## config.mk

```make
export PLATFORM = sky130hd
export DESIGN_NAME = rsdw_device_flat
export DESIGN_NICKNAME = d
export VERILOG_FILES = /design/src/core/rsdw_pkg.sv /design/src/core/rsdw_dma_if.sv /design/src/core/rsdw_device.sv /design/src/flat_wrapper.sv
export SDC_FILE = /design/constraint.sdc
export NUM_CORES = 1
export LEC_CHECK = 0
export ABC_AREA = 1
export BUFFER_PORTS_ARGS = -buffer_cell sky130_fd_sc_hd__buf_2
export CAP_MARGIN = 20
export CORE_MARGIN = 2
export CORE_UTILIZATION = 45
export CTS_BUF_LIST = sky130_fd_sc_hd__clkbuf_8
export CTS_CLUSTER_SIZE = 16
export DETAILED_ROUTE_END_ITERATION = 6
export PLACE_DENSITY = 0.74
export SYNTH_ARGS = -nofsm -noshare
export SYNTH_HDL_FRONTEND = slang
export SYNTH_SLANG_ARGS = --single-unit
export TNS_END_PERCENT = 10
```

## constraint.sdc

```tcl
create_clock -name clk_i -period 5 [get_ports clk_i]
set_input_delay 1 -clock clk_i [delete_from_list [all_inputs] [get_ports clk_i]]
set_output_delay 1 -clock clk_i [all_outputs]
set_load 0.03 [all_outputs]
```

## src/core/rsdw_pkg.sv

```systemverilog
// rsdw_pkg: shared constants for the receive buffer / dma write config block
// assumes: one 200 MHz clock, registers on word-aligned apb offsets
package rsdw_pkg;
  // register byte addresses (latency has a printed index; others chosen here)
  localparam logic [11:0] LAT_IDX        = 12'h117;
  localparam logic [11:0] LAT_ADDR       = 12'h45c;   // 4 * index
  localparam logic [11:0] SBC_ADDR       = 12'h000;
  localparam logic [11:0] DMAW_ADDR      = 12'h004;
  localparam logic [11:0] STAT_ADDR      = 12'h008;
  // field positions
  localparam int MODE_LSB   = 0;
  localparam int SDIR_BIT   = 2;
  localparam int WTYPE_BIT  = 5;
  localparam int DENB_BIT   = 6;
  localparam int DRST_BIT   = 7;
  // reset values
  localparam logic [7:0] SBC_RESET  = 8'h05;  // mode 01, sync direction input
  localparam logic [7:0] LAT_RESET  = 8'h04;  // latency 00100
  localparam logic [7:0] DMAW_RESET = 8'h00;
  // buffer modes
  localparam logic [1:0] MODE_BYP0 = 2'h0;
  localparam logic [1:0] MODE_SLIP = 2'h1;
  localparam logic [1:0] MODE_FIFO = 2'h2;
  localparam logic [1:0] MODE_BYP3 = 2'h3;
  localparam int LAT_W = 5;
endpackage

```

## src/core/rsdw_dma_if.sv

```systemverilog
// rsdw_dma_if: dma write channel pins between the framer end and the dma controller
// assumes: both ends on the same clock; the bench resolves shared pins
`timescale 1ns/1ps
`default_nettype none
interface rsdw_dma_if;
  logic       dma_write_request_n;
  logic       dma_write_acknowledge_n;
  logic       wr_n;   // write strobe or direction
  logic       rd_n;   // data strobe in direction mode
  logic [7:0] data;
  modport dev (output dma_write_request_n, input dma_write_acknowledge_n, input wr_n, input rd_n, input data);
  modport ctl (input dma_write_request_n, output dma_write_acknowledge_n, output wr_n, output rd_n, output data);
endinterface
`default_nettype wire

```

## src/core/rsdw_device.sv

```systemverilog
// rsdw_device: apb register bank, receive buffer mode/pin directions, fifo delay
// line and transmit dma write channel of the framer end.
// assumes: apb master on clk_i; dma pins arrive from another device (synchronised)
//
// The APB slave port is this design's own decision.
`timescale 1ns/1ps
`default_nettype none
// Function
// RQ1 - modes 00/11 bypass, clock and sync outputs
// RQ2 - mode 01 slip buffer, clock input
// RQ3 - mode 10 fifo with programmable latency
// RQ4 - sync output if select 0, input if 1
// RQ5 - fifo clock must match recovered line clock
// RQ6 - delay data by 5-bit latency, reset 4
// RQ7 - latency used only in fifo mode
// RQ8 - dma reset on zero-to-one bit transition
// RQ9 - dma interface active only while enabled
// RQ10 - request only when buffer has message room
// RQ11 - dma words go into transmit buffer
// RQ12 - cycle starts with request driven low
// RQ13 - controller answers request with acknowledge low
// RQ14 - strobe mode: word on each write strobe
// RQ15 - direction mode: word on each read strobe
// RQ16 - write type picks strobe or direction pin
// RQ17 - reset drops request, abandons partial transfer
module rsdw_device #(
  parameter int MSG_WORDS = 4,
  parameter int BUF_DEPTH = 16
) (
  input  wire logic        clk_i,
  input  wire logic        rst_i,
  input  wire logic        ce_i,
  // apb slave
  input  wire logic        psel_i,
  input  wire logic        penable_i,
  input  wire logic        pwrite_i,
  input  wire logic [11:0] paddr_i,
  input  wire logic [31:0] pwdata_i,
  output logic      [31:0] prdata_o,
  output logic             pready_o,
  output logic             pslverr_o,
  // receive serial side
  input  wire logic        rx_data_i,
  output logic             rx_data_o,
  output logic             rx_serial_clock_oe_o,
  output logic             rx_frame_sync_oe_o,
  // transmit buffer drain side
  input  wire logic        tx_pop_i,
  output logic      [7:0]  tx_word_o,
  output logic             tx_word_valid_o,
  // dma pins
  rsdw_dma_if.dev          dma
);
  typedef enum logic [1:0] {RSDW_IDLE, RSDW_REQ, RSDW_XFER} rsdw_state_type;

  logic [7:0] sbc, lat, dmaw;
  logic [7:0] buf_mem [BUF_DEPTH];
  logic [$clog2(BUF_DEPTH):0] count;
  logic [$clog2(BUF_DEPTH)-1:0] wptr, rptr;
  logic [$clog2(MSG_WORDS+1)-1:0] words;
  logic [31:0] dline;
  logic [7:0] data_s1, data_s2;
  logic [2:0] ack_s1, ack_s2, ack_d;  // ack, wr, rd
  logic rst_seen;
  rsdw_state_type state, next_state;

  // apb decode; zero-wait answers, unmapped reads as zero with error
  wire acc     = psel_i & penable_i;
  wire wr_en   = acc & pwrite_i & ce_i;
  wire hit_sbc = paddr_i == rsdw_pkg::SBC_ADDR;
  wire hit_lat = paddr_i == rsdw_pkg::LAT_ADDR;
  wire hit_dma = paddr_i == rsdw_pkg::DMAW_ADDR;
  wire hit_st  = paddr_i == rsdw_pkg::STAT_ADDR;
  wire mapped  = hit_sbc | hit_lat | hit_dma | hit_st;
  assign pready_o  = 1'b1;
  assign pslverr_o = acc & ~mapped;

  // mode decode
  wire [1:0] mode     = sbc[rsdw_pkg::MODE_LSB +: 2];
  wire       bypass   = mode == rsdw_pkg::MODE_BYP0 || mode == rsdw_pkg::MODE_BYP3;
  wire       fifo_md  = mode == rsdw_pkg::MODE_FIFO;
  wire       sdir_in  = sbc[rsdw_pkg::SDIR_BIT];
  assign rx_serial_clock_oe_o = bypass;              // RQ1 RQ2 RQ3
  assign rx_frame_sync_oe_o   = bypass | ~sdir_in;   // RQ1 RQ4

  // dma control decode
  wire dma_en   = dmaw[rsdw_pkg::DENB_BIT];
  wire wtype    = dmaw[rsdw_pkg::WTYPE_BIT];
  wire next_rst = wr_en & hit_dma & pwdata_i[rsdw_pkg::DRST_BIT];
  wire rst_edge = next_rst & ~dmaw[rsdw_pkg::DRST_BIT];  // RQ8
  wire room     = (BUF_DEPTH - int'(count)) >= MSG_WORDS;

  // synchronised controller pins; logic uses the second stage and its one-cycle delayed copy (ack_d)
  wire ack_low  = ~ack_s2[0];
  wire strobe_f = wtype ? (ack_d[1] & ~ack_s2[1])       // RQ16 RQ14
                        : (ack_d[2] & ~ack_s2[2] & ~ack_s2[1]); // RQ15
  wire take     = (state == RSDW_XFER) & ack_low & strobe_f & (count < BUF_DEPTH);

  // register bank
  always_ff @(posedge clk_i or posedge rst_i) begin
    if (rst_i) begin
      sbc  <= rsdw_pkg::SBC_RESET;
      lat  <= rsdw_pkg::LAT_RESET;
      dmaw <= rsdw_pkg::DMAW_RESET;
    end else if (wr_en) begin
      if (hit_sbc) sbc <= pwdata_i[7:0] & 8'h9f;
      if (hit_lat) lat <= pwdata_i[7:0] & 8'h1f;
      if (hit_dma) dmaw <= pwdata_i[7:0] & 8'he0;
    end
  end

  // read mux from flip-flops for stable data
  always_ff @(posedge clk_i or posedge rst_i) begin
    if (rst_i) prdata_o <= 32'h0;
    else if (ce_i && psel_i && !penable_i && !pwrite_i) begin
      prdata_o <= hit_sbc ? {24'h0, sbc} :
                  hit_lat ? {24'h0, lat} :
                  hit_dma ? {24'h0, dmaw} :
                  hit_st  ? {16'h0, 3'h0, count[4:0], 5'h0, rst_seen, state} : 32'h0;
    end
  end

  // receive delay line; bypass/slip pass straight through
  always_ff @(posedge clk_i or posedge rst_i) begin
    if (rst_i) begin
      dline     <= 32'h0;
      rx_data_o <= 1'b0;
    end else if (ce_i) begin
      dline     <= {dline[30:0], rx_data_i};
      // latency 0 degenerates to two register stages
      rx_data_o <= fifo_md ? dline[lat[4:0]] : rx_data_i;  // RQ6 RQ7 RQ3 RQ5
    end
  end

  // pin synchronisers
  always_ff @(posedge clk_i or posedge rst_i) begin
    if (rst_i) begin
      ack_s1 <= 3'h7;
      ack_s2 <= 3'h7;
      ack_d  <= 3'h7;
      data_s1 <= 8'h0;
      data_s2 <= 8'h0;
    end else if (ce_i) begin
      ack_s1 <= {dma.rd_n, dma.wr_n, dma.dma_write_acknowledge_n};
      ack_s2 <= ack_s1;
      ack_d  <= ack_s2;
      data_s1 <= dma.data;
      data_s2 <= data_s1;
    end
  end

  // request state machine
  always_comb begin
    next_state = state;
    case (state)
      RSDW_IDLE: if (dma_en && room) next_state = RSDW_REQ;  // RQ9 RQ10
      RSDW_REQ:  if (!dma_en) next_state = RSDW_IDLE;
                 else if (ack_low) next_state = RSDW_XFER;   // RQ13
      RSDW_XFER: if (!dma_en || (take && words == MSG_WORDS - 1)) next_state = RSDW_IDLE;
      default:   next_state = RSDW_IDLE;
    endcase
    if (rst_edge) next_state = RSDW_IDLE;  // RQ17
  end
  assign dma.dma_write_request_n = ~(state != RSDW_IDLE);  // RQ12

  always_ff @(posedge clk_i or posedge rst_i) begin
    if (rst_i) begin
      state    <= RSDW_IDLE;
      words    <= '0;
      rst_seen <= 1'b0;
    end else if (ce_i) begin
      state <= next_state;
      if (rst_edge || next_state == RSDW_IDLE) words <= '0;  // RQ17
      else if (take) words <= words + 1'b1;
      if (rst_edge) rst_seen <= 1'b1;
    end
  end

  // transmit message buffer
  assign tx_word_valid_o = count != 0;
  always_ff @(posedge clk_i or posedge rst_i) begin
    if (rst_i) begin
      wptr  <= '0;
      rptr  <= '0;
      count <= '0;
      tx_word_o <= 8'h0;
    end else if (ce_i) begin
      if (rst_edge) begin  // RQ8
        wptr  <= '0;
        rptr  <= '0;
        count <= '0;
      end else begin
        if (take) begin
          buf_mem[wptr] <= data_s2;  // RQ11
          wptr <= wptr + 1'b1;
        end
        if (tx_pop_i && count != 0) rptr <= rptr + 1'b1;
        count <= count + (take ? 1'b1 : 1'b0) - ((tx_pop_i && count != 0) ? 1'b1 : 1'b0);
      end
      tx_word_o <= buf_mem[rptr];
    end
  end
endmodule
`default_nettype wire

```

## src/flat_wrapper.sv

```systemverilog
// flat-port wrapper written by rule: the top's interface ports become plain ports
module rsdw_device_flat 
#(
  parameter int MSG_WORDS = 4,
  parameter int BUF_DEPTH = 16
)
  (clk_i, rst_i, ce_i, psel_i, penable_i, pwrite_i, paddr_i, pwdata_i, prdata_o, pready_o, pslverr_o, rx_data_i, rx_data_o, rx_serial_clock_oe_o, rx_frame_sync_oe_o, tx_pop_i, tx_word_o, tx_word_valid_o, dma_dma_write_request_n, dma_dma_write_acknowledge_n, dma_wr_n, dma_rd_n, dma_data);
  rsdw_dma_if dma_i ();
  input  wire logic clk_i;
  input  wire logic rst_i;
  input  wire logic ce_i;
  input  wire logic psel_i;
  input  wire logic penable_i;
  input  wire logic pwrite_i;
  input  wire logic [11:0] paddr_i;
  input  wire logic [31:0] pwdata_i;
  output logic      [31:0] prdata_o;
  output logic pready_o;
  output logic pslverr_o;
  input  wire logic rx_data_i;
  output logic rx_data_o;
  output logic rx_serial_clock_oe_o;
  output logic rx_frame_sync_oe_o;
  input  wire logic tx_pop_i;
  output logic      [7:0] tx_word_o;
  output logic tx_word_valid_o;
  output wire logic [$bits(dma_i.dma_write_request_n)-1:0] dma_dma_write_request_n;
  input wire logic [$bits(dma_i.dma_write_acknowledge_n)-1:0] dma_dma_write_acknowledge_n;
  input wire logic [$bits(dma_i.wr_n)-1:0] dma_wr_n;
  input wire logic [$bits(dma_i.rd_n)-1:0] dma_rd_n;
  input wire logic [$bits(dma_i.data)-1:0] dma_data;
  assign dma_dma_write_request_n = dma_i.dma_write_request_n;
  assign dma_i.dma_write_acknowledge_n = dma_dma_write_acknowledge_n;
  assign dma_i.wr_n = dma_wr_n;
  assign dma_i.rd_n = dma_rd_n;
  assign dma_i.data = dma_data;
  rsdw_device #(.MSG_WORDS(MSG_WORDS), .BUF_DEPTH(BUF_DEPTH)) u_core (.clk_i(clk_i), .rst_i(rst_i), .ce_i(ce_i), .psel_i(psel_i), .penable_i(penable_i), .pwrite_i(pwrite_i), .paddr_i(paddr_i), .pwdata_i(pwdata_i), .prdata_o(prdata_o), .pready_o(pready_o), .pslverr_o(pslverr_o), .rx_data_i(rx_data_i), .rx_data_o(rx_data_o), .rx_serial_clock_oe_o(rx_serial_clock_oe_o), .rx_frame_sync_oe_o(rx_frame_sync_oe_o), .tx_pop_i(tx_pop_i), .tx_word_o(tx_word_o), .tx_word_valid_o(tx_word_valid_o), .dma(dma_i));
endmodule
```

=== After elaboration in Yosys (flattened, before gate mapping) ===
Memory sizes are Yosys's and may differ from the RTL's. A register that Yosys moved wholly into a read port is not among the register bits.
Index checks and enable logic that the tools add are counted.

* Output and inout port bits: 47
* Input port bits: 63
* Register bits after elaboration: 123
* Memories kept: 1
* Memory bits (writable): 128

{| class="wikitable"
|+ Memories
! memory !! words !! bits a word !! rd ports !! clocked after memory_dff !! wr ports !! RTL line !! text
|-
| u_core.buf_mem || 16 || 8 || 1 || 1 || 1 || rsdw_device.sv:57 || <nowiki>logic [7:0] buf_mem [BUF_DEPTH];</nowiki>
|}

* Reduce and logical (&&, ||, !) cells: 30
* Equality and inequality tests: 8
* Multiplexer cells: 27
* Add/subtract/negate cells: 6
* Magnitude comparators: 3
* Bitwise gates (word level): 24

{| class="wikitable"
|+ Operator list
! cell !! count
|-
| 32-bit 2-to-1 mux || 3
|-
| 32-bit by 4-bit greater-or-equal comparator with 1-bit output (second input constant) || 1
|-
| 4-bit 2-to-1 mux || 4
|-
| 2-bit AND reduction || 7
|-
| 1-bit bitwise AND || 13
|-
| 13-bit 2-to-1 mux || 1
|-
| 12-bit by 11-bit == test with 1-bit output (second input constant) || 1
|-
| 12-bit by 3-bit == test with 1-bit output (second input constant) || 1
|-
| 12-bit by 4-bit == test with 1-bit output (second input constant) || 1
|-
| 12-bit zero test || 1
|-
| 2-bit 2-to-1 mux || 5
|-
| 1-bit 2-to-1 mux || 9
|-
| 4-bit by 1-bit adder with 4-bit output (second input constant) || 2
|-
| 2-bit nonzero test || 4
|-
| 1-bit logical AND || 7
|-
| 1-bit NOT || 7
|-
| 2-bit == test (second input constant) || 3
|-
| 2-bit zero test || 3
|-
| 5-bit by 6-bit less-than comparator with 1-bit output (second input constant) || 1
|-
| 3-bit 2-to-1 mux || 2
|-
| 2-bit one-hot mux with 3 select lines || 1
|-
| 5-bit by 5-bit subtractor with 6-bit output (first input constant) || 1
|-
| 5-bit adder || 1
|-
| 1-bit binary-select mux with 5-bit select || 1
|-
| 10 further kinds || 18
|}

=== Longest topological paths before layout ===
Gate-level depths: netlist (run 1).

* Depth in word-level cells: 15
* Depth in mapped cells: 16
* Depth with buffers taken out: 16

=== Worst setup path after synthesis (run 1) ===
Ideal clock, no wire load.

* Path kind: input to output
* Start point: in paddr_i[0]
* End point: out pslverr_o
* Buffers on the path: 0
* Data arrival time: 2.041 ns
* Path slack: 1.959 ns
* Cell stages on the path: 6
* Cell sequence: inv_1 > nand2_1 > inv_1 > nand4_1 > nand3_1 > nor3_1

* Word-level cells in the longest chain between the ends: 6
* Elaborated cells on any way between the ends: 9
* Those cells by class: 3 x eq/ne; 5 x bitwise; 1 x reduce/logical

{| class="wikitable"
|+ Ends and longest elaborated chain
! item !! RTL line !! text
|-
| from (decl) || flat_wrapper.sv:15 || <nowiki>input wire logic [11:0] paddr_i;</nowiki>
|-
| 12-bit by 11-bit == test with 1-bit output / 12-bit zero test (equally long branches) || rsdw_device.sv:71, rsdw_device.sv:70 ||
|-
| 1-bit OR (2 in a row) || rsdw_device.sv:74 || <nowiki>wire mapped = hit_sbc | hit_lat | hit_dma | hit_st;</nowiki>
|-
| 1-bit OR * || rsdw_device.sv:74 ||
|-
| 1-bit NOT * || rsdw_device.sv:76 || <nowiki>assign pslverr_o = acc & ~mapped;</nowiki>
|-
| 1-bit bitwise AND * || rsdw_device.sv:76 ||
|-
| to (decl) || flat_wrapper.sv:19 || <nowiki>output logic pslverr_o;</nowiki>
|}

Mark *: on every way between the ends. The rest lies on a longest branch, timed or not.

=== Final worst setup path (run 1) ===
* Start point: in paddr_i[9]
* End point: out pslverr_o

The elaborated chain is that of the path after synthesis.

==> run summary, run 1 <==
Vias -> 7625
Die Ht -> 157.2 um
Avg WL per Cell -> 15.78 um
origin of the worst min-delay path -> u_core.ack_s1[2]
top-count cell post-synth -> nand2_1
RD Place Congestion -> 0.9338
crit path time final -> 3.105 ns
Final Setup Violations -> 0
Hold Path Depth -> 2
final slew viol count -> 0
hpwl dp -> 14430 um
vias per inst -> 5.180
CTS tree -> yes
GR Overflow Total -> 0
Mapped Cells -> 1057
Yosys reg bits -> 239
wirelength, routed -> 23230 um
clock skew -> 0.02837 ns
WP data arrival -> 2.11 ns
Async SR Flop Fraction -> 46.44%
FP Rows -> 56
Min Hold Slack -> 0.4661 ns
Max H-tree Level -> 2
post_cts resized -> 0
GRT Overall Usage -> 19.75%
die width -> 157.2 um
Initial Util -> 45.39%
pwr dens -> 476.0 nW/um2
fin nets -> 1203
status -> completed
register area share after synthesis -> 62.84%
final hold violations -> 0
die area -> 24710 um2
Max VDD drop -> 0.0002257 V
CP endpoint kind -> output port
Crit Path Category -> primary input to output port
TritonCTS Buffers -> 39
Layout fillers -> 2128
layout cell share with drive strength beyond 1 -> 14.31%
CTS clk-pin slew, worst paths -> 0.06 ns
Hold Buf Count CTS -> 0
TNS Setup -> 0 ns
Ys Warns -> 0
commonest cells in the synthesized netlist -> nand2_1 (290), edfxtp_1 (128), dfrtp_1 (100), nor2_1 (100), o21ai_0 (98)
clock sinks -> 239
Ports -> 110
port bufs -> 65
vias in the first global route -> 7479
post-synth top area share -> 36.40%
root buffer cell -> clkbuf_8
DR iter-0 viols -> 479
Total Power -> 5.649 mW
first-pass GRT wire length -> 38340 um
clk buf depth -> 3
final worst-path cycle share -> 62.11%
ys flop type -> edfxtp_1
area leader, netlist -> edfxtp_1
largest fanout on the critical path -> 4
largest net degree at the start of global routing -> 70
RSZ-0062 raised after global routing -> false
DRC viols -> 0
synth top area cells -> edfxtp_1 (36%), dfrtp_1 (24%), nand2_1 (10%), o21ai_0 (4.6%), nor2_1 (3.6%)
Setup crit start kind -> primary input
Required @ worst endpoint -> 4.00 ns
number of antenna violations at the first check in global routing -> 0
RR Endpoint -> u_core.count[4]
Slew HR -> 43.33%
Pre-Repair DR Iteration Count -> 5
Hold Path End -> u_core.ack_s1[2]
Fmax achieved -> 322.0 MHz
Post-synth EDFFs -> 128
reg2reg path depth -> 16
area of the mapped netlist -> 10560 um2
MaxCap Viol Count -> 0
Final ANT Viol Nets -> 0
Core Footprint -> 23260 um2
worst-skew pair later-pin latency -> 0.54 ns
slew of the pin with the lowest slew margin -> 0.8469 ns
setup bufs post-CTS -> 0
diode count -> 0
Tightest Hold Check Type -> register to register
Area growth, synth to finish -> 12.39%
Netlist cell types -> 37
worst r2r src -> u_core.count[2]
Leak -> 5.202 nW
Avg Cell Area, Syn -> 9.989 um2
Reg2Reg Setup Slack -> 2.19 ns
[routing by layer]
layer,routed length (um),GRT usage (%),up-vias
met1,9743,25.77,3644
li1,-,-,3657
met3,1535,3.717,56
met2,11250,33.00,268
met4,696,7.316,0
met5,0,0,-
[how the worst max path moves through the flow]
stage          depth (start not counted)  startpoint               endpoint  slack, ns
6_report                               8  paddr_i[9]              pslverr_o       1.89
5_1_grt                                8  paddr_i[7]              pslverr_o       1.79
4_1_cts                                8  paddr_i[7]              pslverr_o       1.92
3_5_place_dp                           8        ce_i  u_core.buf_mem[13][7]       1.76
3_3_place_gp                           8        ce_i  u_core.buf_mem[12][3]       1.78
2_1_floorplan                          1       rst_i        u_core.count[0]       1.09
[stage by stage]
step | cell area [um2] | cells | setup WS (ns) | util [%]
CTS | 11850 | 1471 | 1.922 | 50.93
finish | 11870 | 1472 | 1.895 | 51.02
detailed placement | 11050 | 1399 | 1.765 | 47.50
global route | 11870 | 1472 | 1.788 | 51.02
global placement | 11050 | 1399 | 1.779 | 47.50
floorplan | 10630 | 1075 | 1.088 | -
[logic make-up (layout without fill, tap and decap cells)]
| family | count (synthesis) | count (layout) | share of synthesized area [%] |
|---|---|---|---|
| fa+ha+maj | 18 | 18 | 2.204 |
| other cells | 2 | 20 | 0.07112 |
| xor+xnor | 5 | 5 | 0.4148 |
| flops | 239 | 239 | 62.84 |
| buf+inv | 139 | 217 | 5.972 |
| simple gates | 479 | 479 | 18.96 |
| compound gates | 175 | 175 | 9.539 |
[worst max-delay path: stages]
cell	delay, ns
buf_2	0.10
nor2_1	0.14
nand3_1	0.12
nor3_1	0.24
nand2_1	0.15
nand3_1	0.11
nor3_1	0.05
buf_2	0.20
[flip-flops by register name, summed over array words and instances (netlist names), 4 cells and up]
register          cells
u_core.buf_mem      128
u_core.dline         32
u_core.prdata_o      13
u_core.data_s1        8
u_core.data_s2        8
u_core.tx_word_o      8
u_core.sbc            6
u_core.count          5
u_core.lat            5
u_core.rptr           4
u_core.wptr           4
[cell type report]
| class | instances | area (um2) | area share (%) |
|---|---|---|---|
| Clock buffer | 45 | 619.3 | 5.219 |
| Inverter | 71 | 269.0 | 2.267 |
| Timing Repair Buffer | 74 | 405.4 | 3.416 |
| Multi-Input combinational cell | 697 | 3361 | 28.32 |
| Clock inverter | 27 | 178.9 | 1.508 |
| Sequential cell | 239 | 6635 | 55.91 |
| Tap cell | 319 | 399.1 | 3.363 |
[power breakdown]
part | leakage [nW] | switching [mW] | internal, mW
Sequential | 2.57 | 0.168 | 2.26
Combinational | 2.16 | 1.04 | 0.474
Clock | 0.473 | 0.773 | 0.933
[layout by cell type, fill, tap and decap left out, drive strengths merged, types with 5 or more instances in the layout]
| cell type | n |
|---|---|
| clkinv | 6 |
| buf | 74 |
| inv | 89 |
| nor2 | 107 |
| nand2 | 296 |
| o221ai | 30 |
| o22ai | 5 |
| clkbuf | 45 |
| dfrtp | 100 |
| edfxtp | 128 |
| a21oi | 13 |
| ha | 17 |
| conb | 20 |
| nand4 | 6 |
| dfstp | 11 |
| o21ai | 121 |
| nand3 | 60 |
(Power assumes the default switching activity.)
==> inputs of run 2 (changes only) <==
==> constraint.sdc (replaced) <==
create_clock -name clk_i -period 3 [get_ports clk_i]
set_input_delay 0.6 -clock clk_i [delete_from_list [all_inputs] [get_ports clk_i]]
set_output_delay 0.6 -clock clk_i [all_outputs]
set_load 0.03 [all_outputs]
==> run summary, run 2 (synthesis results as in run 1) <==
status -> completed
CTS tree -> yes
die area -> 24710 um2 (unchanged)
most common cell after layout, fill and taps aside -> nand2_1
largest fanout on the critical path -> 6 (+2)
Hold Path End -> u_core.data_s1[7]
clk buf depth -> 3 (unchanged)
Crit Path Category -> register to register
Reg2Reg Setup Slack -> 0.23 ns (-1.96 ns)
wirelength, routed -> 23310 um (+0.37%)
Leak -> 5.193 nW (-0.17%)
Avg WL per Cell -> 15.78 um (about the same)
vias in the first global route -> 7468 (-0.15%)
Biggest register -> u_core.buf_mem
die width -> 157.2 um (unchanged)
Cells after DPL -> 1405 (+0.43%)
Die Ht -> 157.2 um (unchanged)
vias per inst -> 5.183 (about the same)
TNS Setup -> 0 ns (unchanged)
worst r2r src -> u_core.count[2]
Vias -> 7655 (+0.39%)
post_cts resized -> 0 (unchanged)
DRC viols -> 0 (unchanged)
reg2reg path depth -> 16 (unchanged)
root buffer cell -> clkbuf_8
max reg flops -> 128 (unchanged)
Setup crit start kind -> register
sequential group share of total power -> 43.4% (+0.4 points)
worst-skew pair later-pin latency -> 0.55 ns (about the same)
TritonCTS Buffers -> 39 (unchanged)
combinational share of power -> 27.1% (+0.3 points)
Slew HR -> 39.89% (-3.4 points)
diode count -> 0 (unchanged)
FP Rows -> 56 (unchanged)
Max VDD drop -> 0.0004345 V (+93%)
origin of the worst min-delay path -> dma_data[7]
first-pass GRT wire length -> 37440 um (-2.3%)
clock skew -> 0.02562 ns (-0.002746 ns)
largest net degree at the start of global routing -> 77 (+10%)
RSZ-0062 raised after global routing -> false
WP data arrival -> 3.22 ns (+1.11 ns)
Max H-tree Level -> 2 (unchanged)
Hold Path Depth -> 3 (+1)
Initial Util -> 45.39% (unchanged)
CTS clk-pin slew, worst paths -> 0.06 ns (about the same)
setup ws final -> 0.2334 ns (-1.661 ns)
GR Overflow Total -> 0 (unchanged)
RD Place Congestion -> 0.9599 (+2.8%)
crit path time final -> 2.767 ns
hpwl dp -> 14560 um (+0.89%)
Required @ worst endpoint -> 3.46 ns (-0.54 ns)
Ports -> 110 (unchanged)
final hold violations -> 0 (unchanged)
port bufs -> 65 (unchanged)
slew of the pin with the lowest slew margin -> 0.8997 ns (+0.05279 ns)
setup bufs post-CTS -> 0 (unchanged)
Pre-Repair DR Iteration Count -> 5 (unchanged)
number of antenna violations at the first check in global routing -> 0 (unchanged)
Regs by FF count -> u_core.buf_mem (128), u_core.dline (32), u_core.prdata_o (13)
Finished Layout Cells -> 1477 (+0.34%)
Fmax achieved -> 361.5 MHz
Sw Pwr -> 3.286 mW (+66%)
Final ANT Viol Nets -> 0 (unchanged)
clock sinks -> 239 (unchanged)
Tightest Hold Check Type -> primary input to register
Final Setup Violations -> 0 (unchanged)
Util after Layout -> 51.03% (about the same)
CP endpoint kind -> register
commonest non-fill, non-tap cells in the layout -> nand2_1 (290), edfxtp_1 (128), nor2_1 (100), dfrtp_1 (100), o21ai_0 (98)
Net Sw Frac -> 35.40% (+0.29 points)
Core Footprint -> 23260 um2 (unchanged)
fin nets -> 1208 (+0.42%)
DR iter-0 viols -> 566 (+18%)
RR Endpoint -> u_core.count[4]
clock share of power -> 29.5% (-0.7 points)
Pint -> 5.997 mW (+64%)
post-place setup slack -> 0.2744 ns (-1.491 ns)
Hold Buf Count CTS -> 0 (unchanged)
pwr dens -> 781.9 nW/um2 (+64%)
final worst-path cycle share -> 92.22%
final slew viol count -> 0 (unchanged)
Area growth, synth to finish -> 12.43% (about the same)
layout cell share with drive strength beyond 1 -> 14.59% (+0.28 points)
GRT Overall Usage -> 19.13% (-0.61 points)
MaxCap Viol Count -> 0 (unchanged)
-- run 2: changes by cell type in the layout (fill, tap and decap cells not counted) --
cell,delta
inv_4,-1
clkinv_8,-1
clkinvlp_4,+1
clkinv_2,+4
buf_12,+1
inv_1,-4
clkbuf_8,-4
clkinv_1,+5
buf_4,+4
-- run 2: power groups by stage --
stage	clock network [mW]	logic (mW)	registers, mW
CTS	2.78	2.49	4.03
global placement	0	2.40	4.08
detailed placement	0	2.47	4.09
floorplan	0	1.76	4.12
global route	2.90	2.80	4.07
finish	2.74	2.51	4.03
-- run 2: metrics by stage --
stage | hold WS, ns | instance area (um2) | power (mW)
floorplan | 0.4339 | 10630 | 5.882
global placement | 0.4548 | 11120 | 6.483
detailed placement | 0.4542 | 11120 | 6.560
CTS | 0.2253 | 11870 | 9.303
global route | 0.2533 | 11870 | 9.774
finish | 0.2527 | 11870 | 9.282
-- run 2: worst max path at each step --
stage	from	end	slack, ns	cells past startpoint
6_report	u_core.count[2]	u_core.count[4]	0.23	16
5_1_grt	u_core.count[2]	u_core.count[4]	0.0009	16
4_1_cts	u_core.count[2]	u_core.count[4]	0.26	16
3_5_place_dp	u_core.count[2]	u_core.count[4]	0.27	16
3_3_place_gp	u_core.count[2]	u_core.count[4]	0.34	16
2_1_floorplan	u_core.count[2]	u_core.count[4]	0.56	16
-- run 2: per-layer routing --
layer	routed length [um]	share of wire [%]	track usage, %
met1	9600	41	24.51
met2	11570	50	32.52
met3	1565	6.7	3.607
met4	578	2.5	6.970
met5	0	0	0
-- run 2: cell type report --
| type | count | area, um2 |
|---|---|---|
| tap | 319 | 399.1 |
| timing repair buffer | 79 | 455.4 |
| fill | 2098 | 11390 |
| inverter | 71 | 270.3 |
| multi-input combinational | 697 | 3361 |
| clock inverter | 31 | 186.4 |
| clock buffer | 41 | 564.3 |
| sequential | 239 | 6635 |
-- run 2: worst max-delay path, stage by stage (launching register included) --
cell	delay, ns
dfrtp_1	0.40
inv_1	0.17
ha_1	0.17
inv_1	0.04
nor2_1	0.10
ha_1	0.18
nor2_1	0.07
ha_1	0.27
inv_1	0.04
ha_1	0.19
fa_1	0.41
nand2_1	0.10
nand2_1	0.05
a21oi_1	0.17
or2_2	0.14
nand4_1	0.08
o21ai_1	0.11
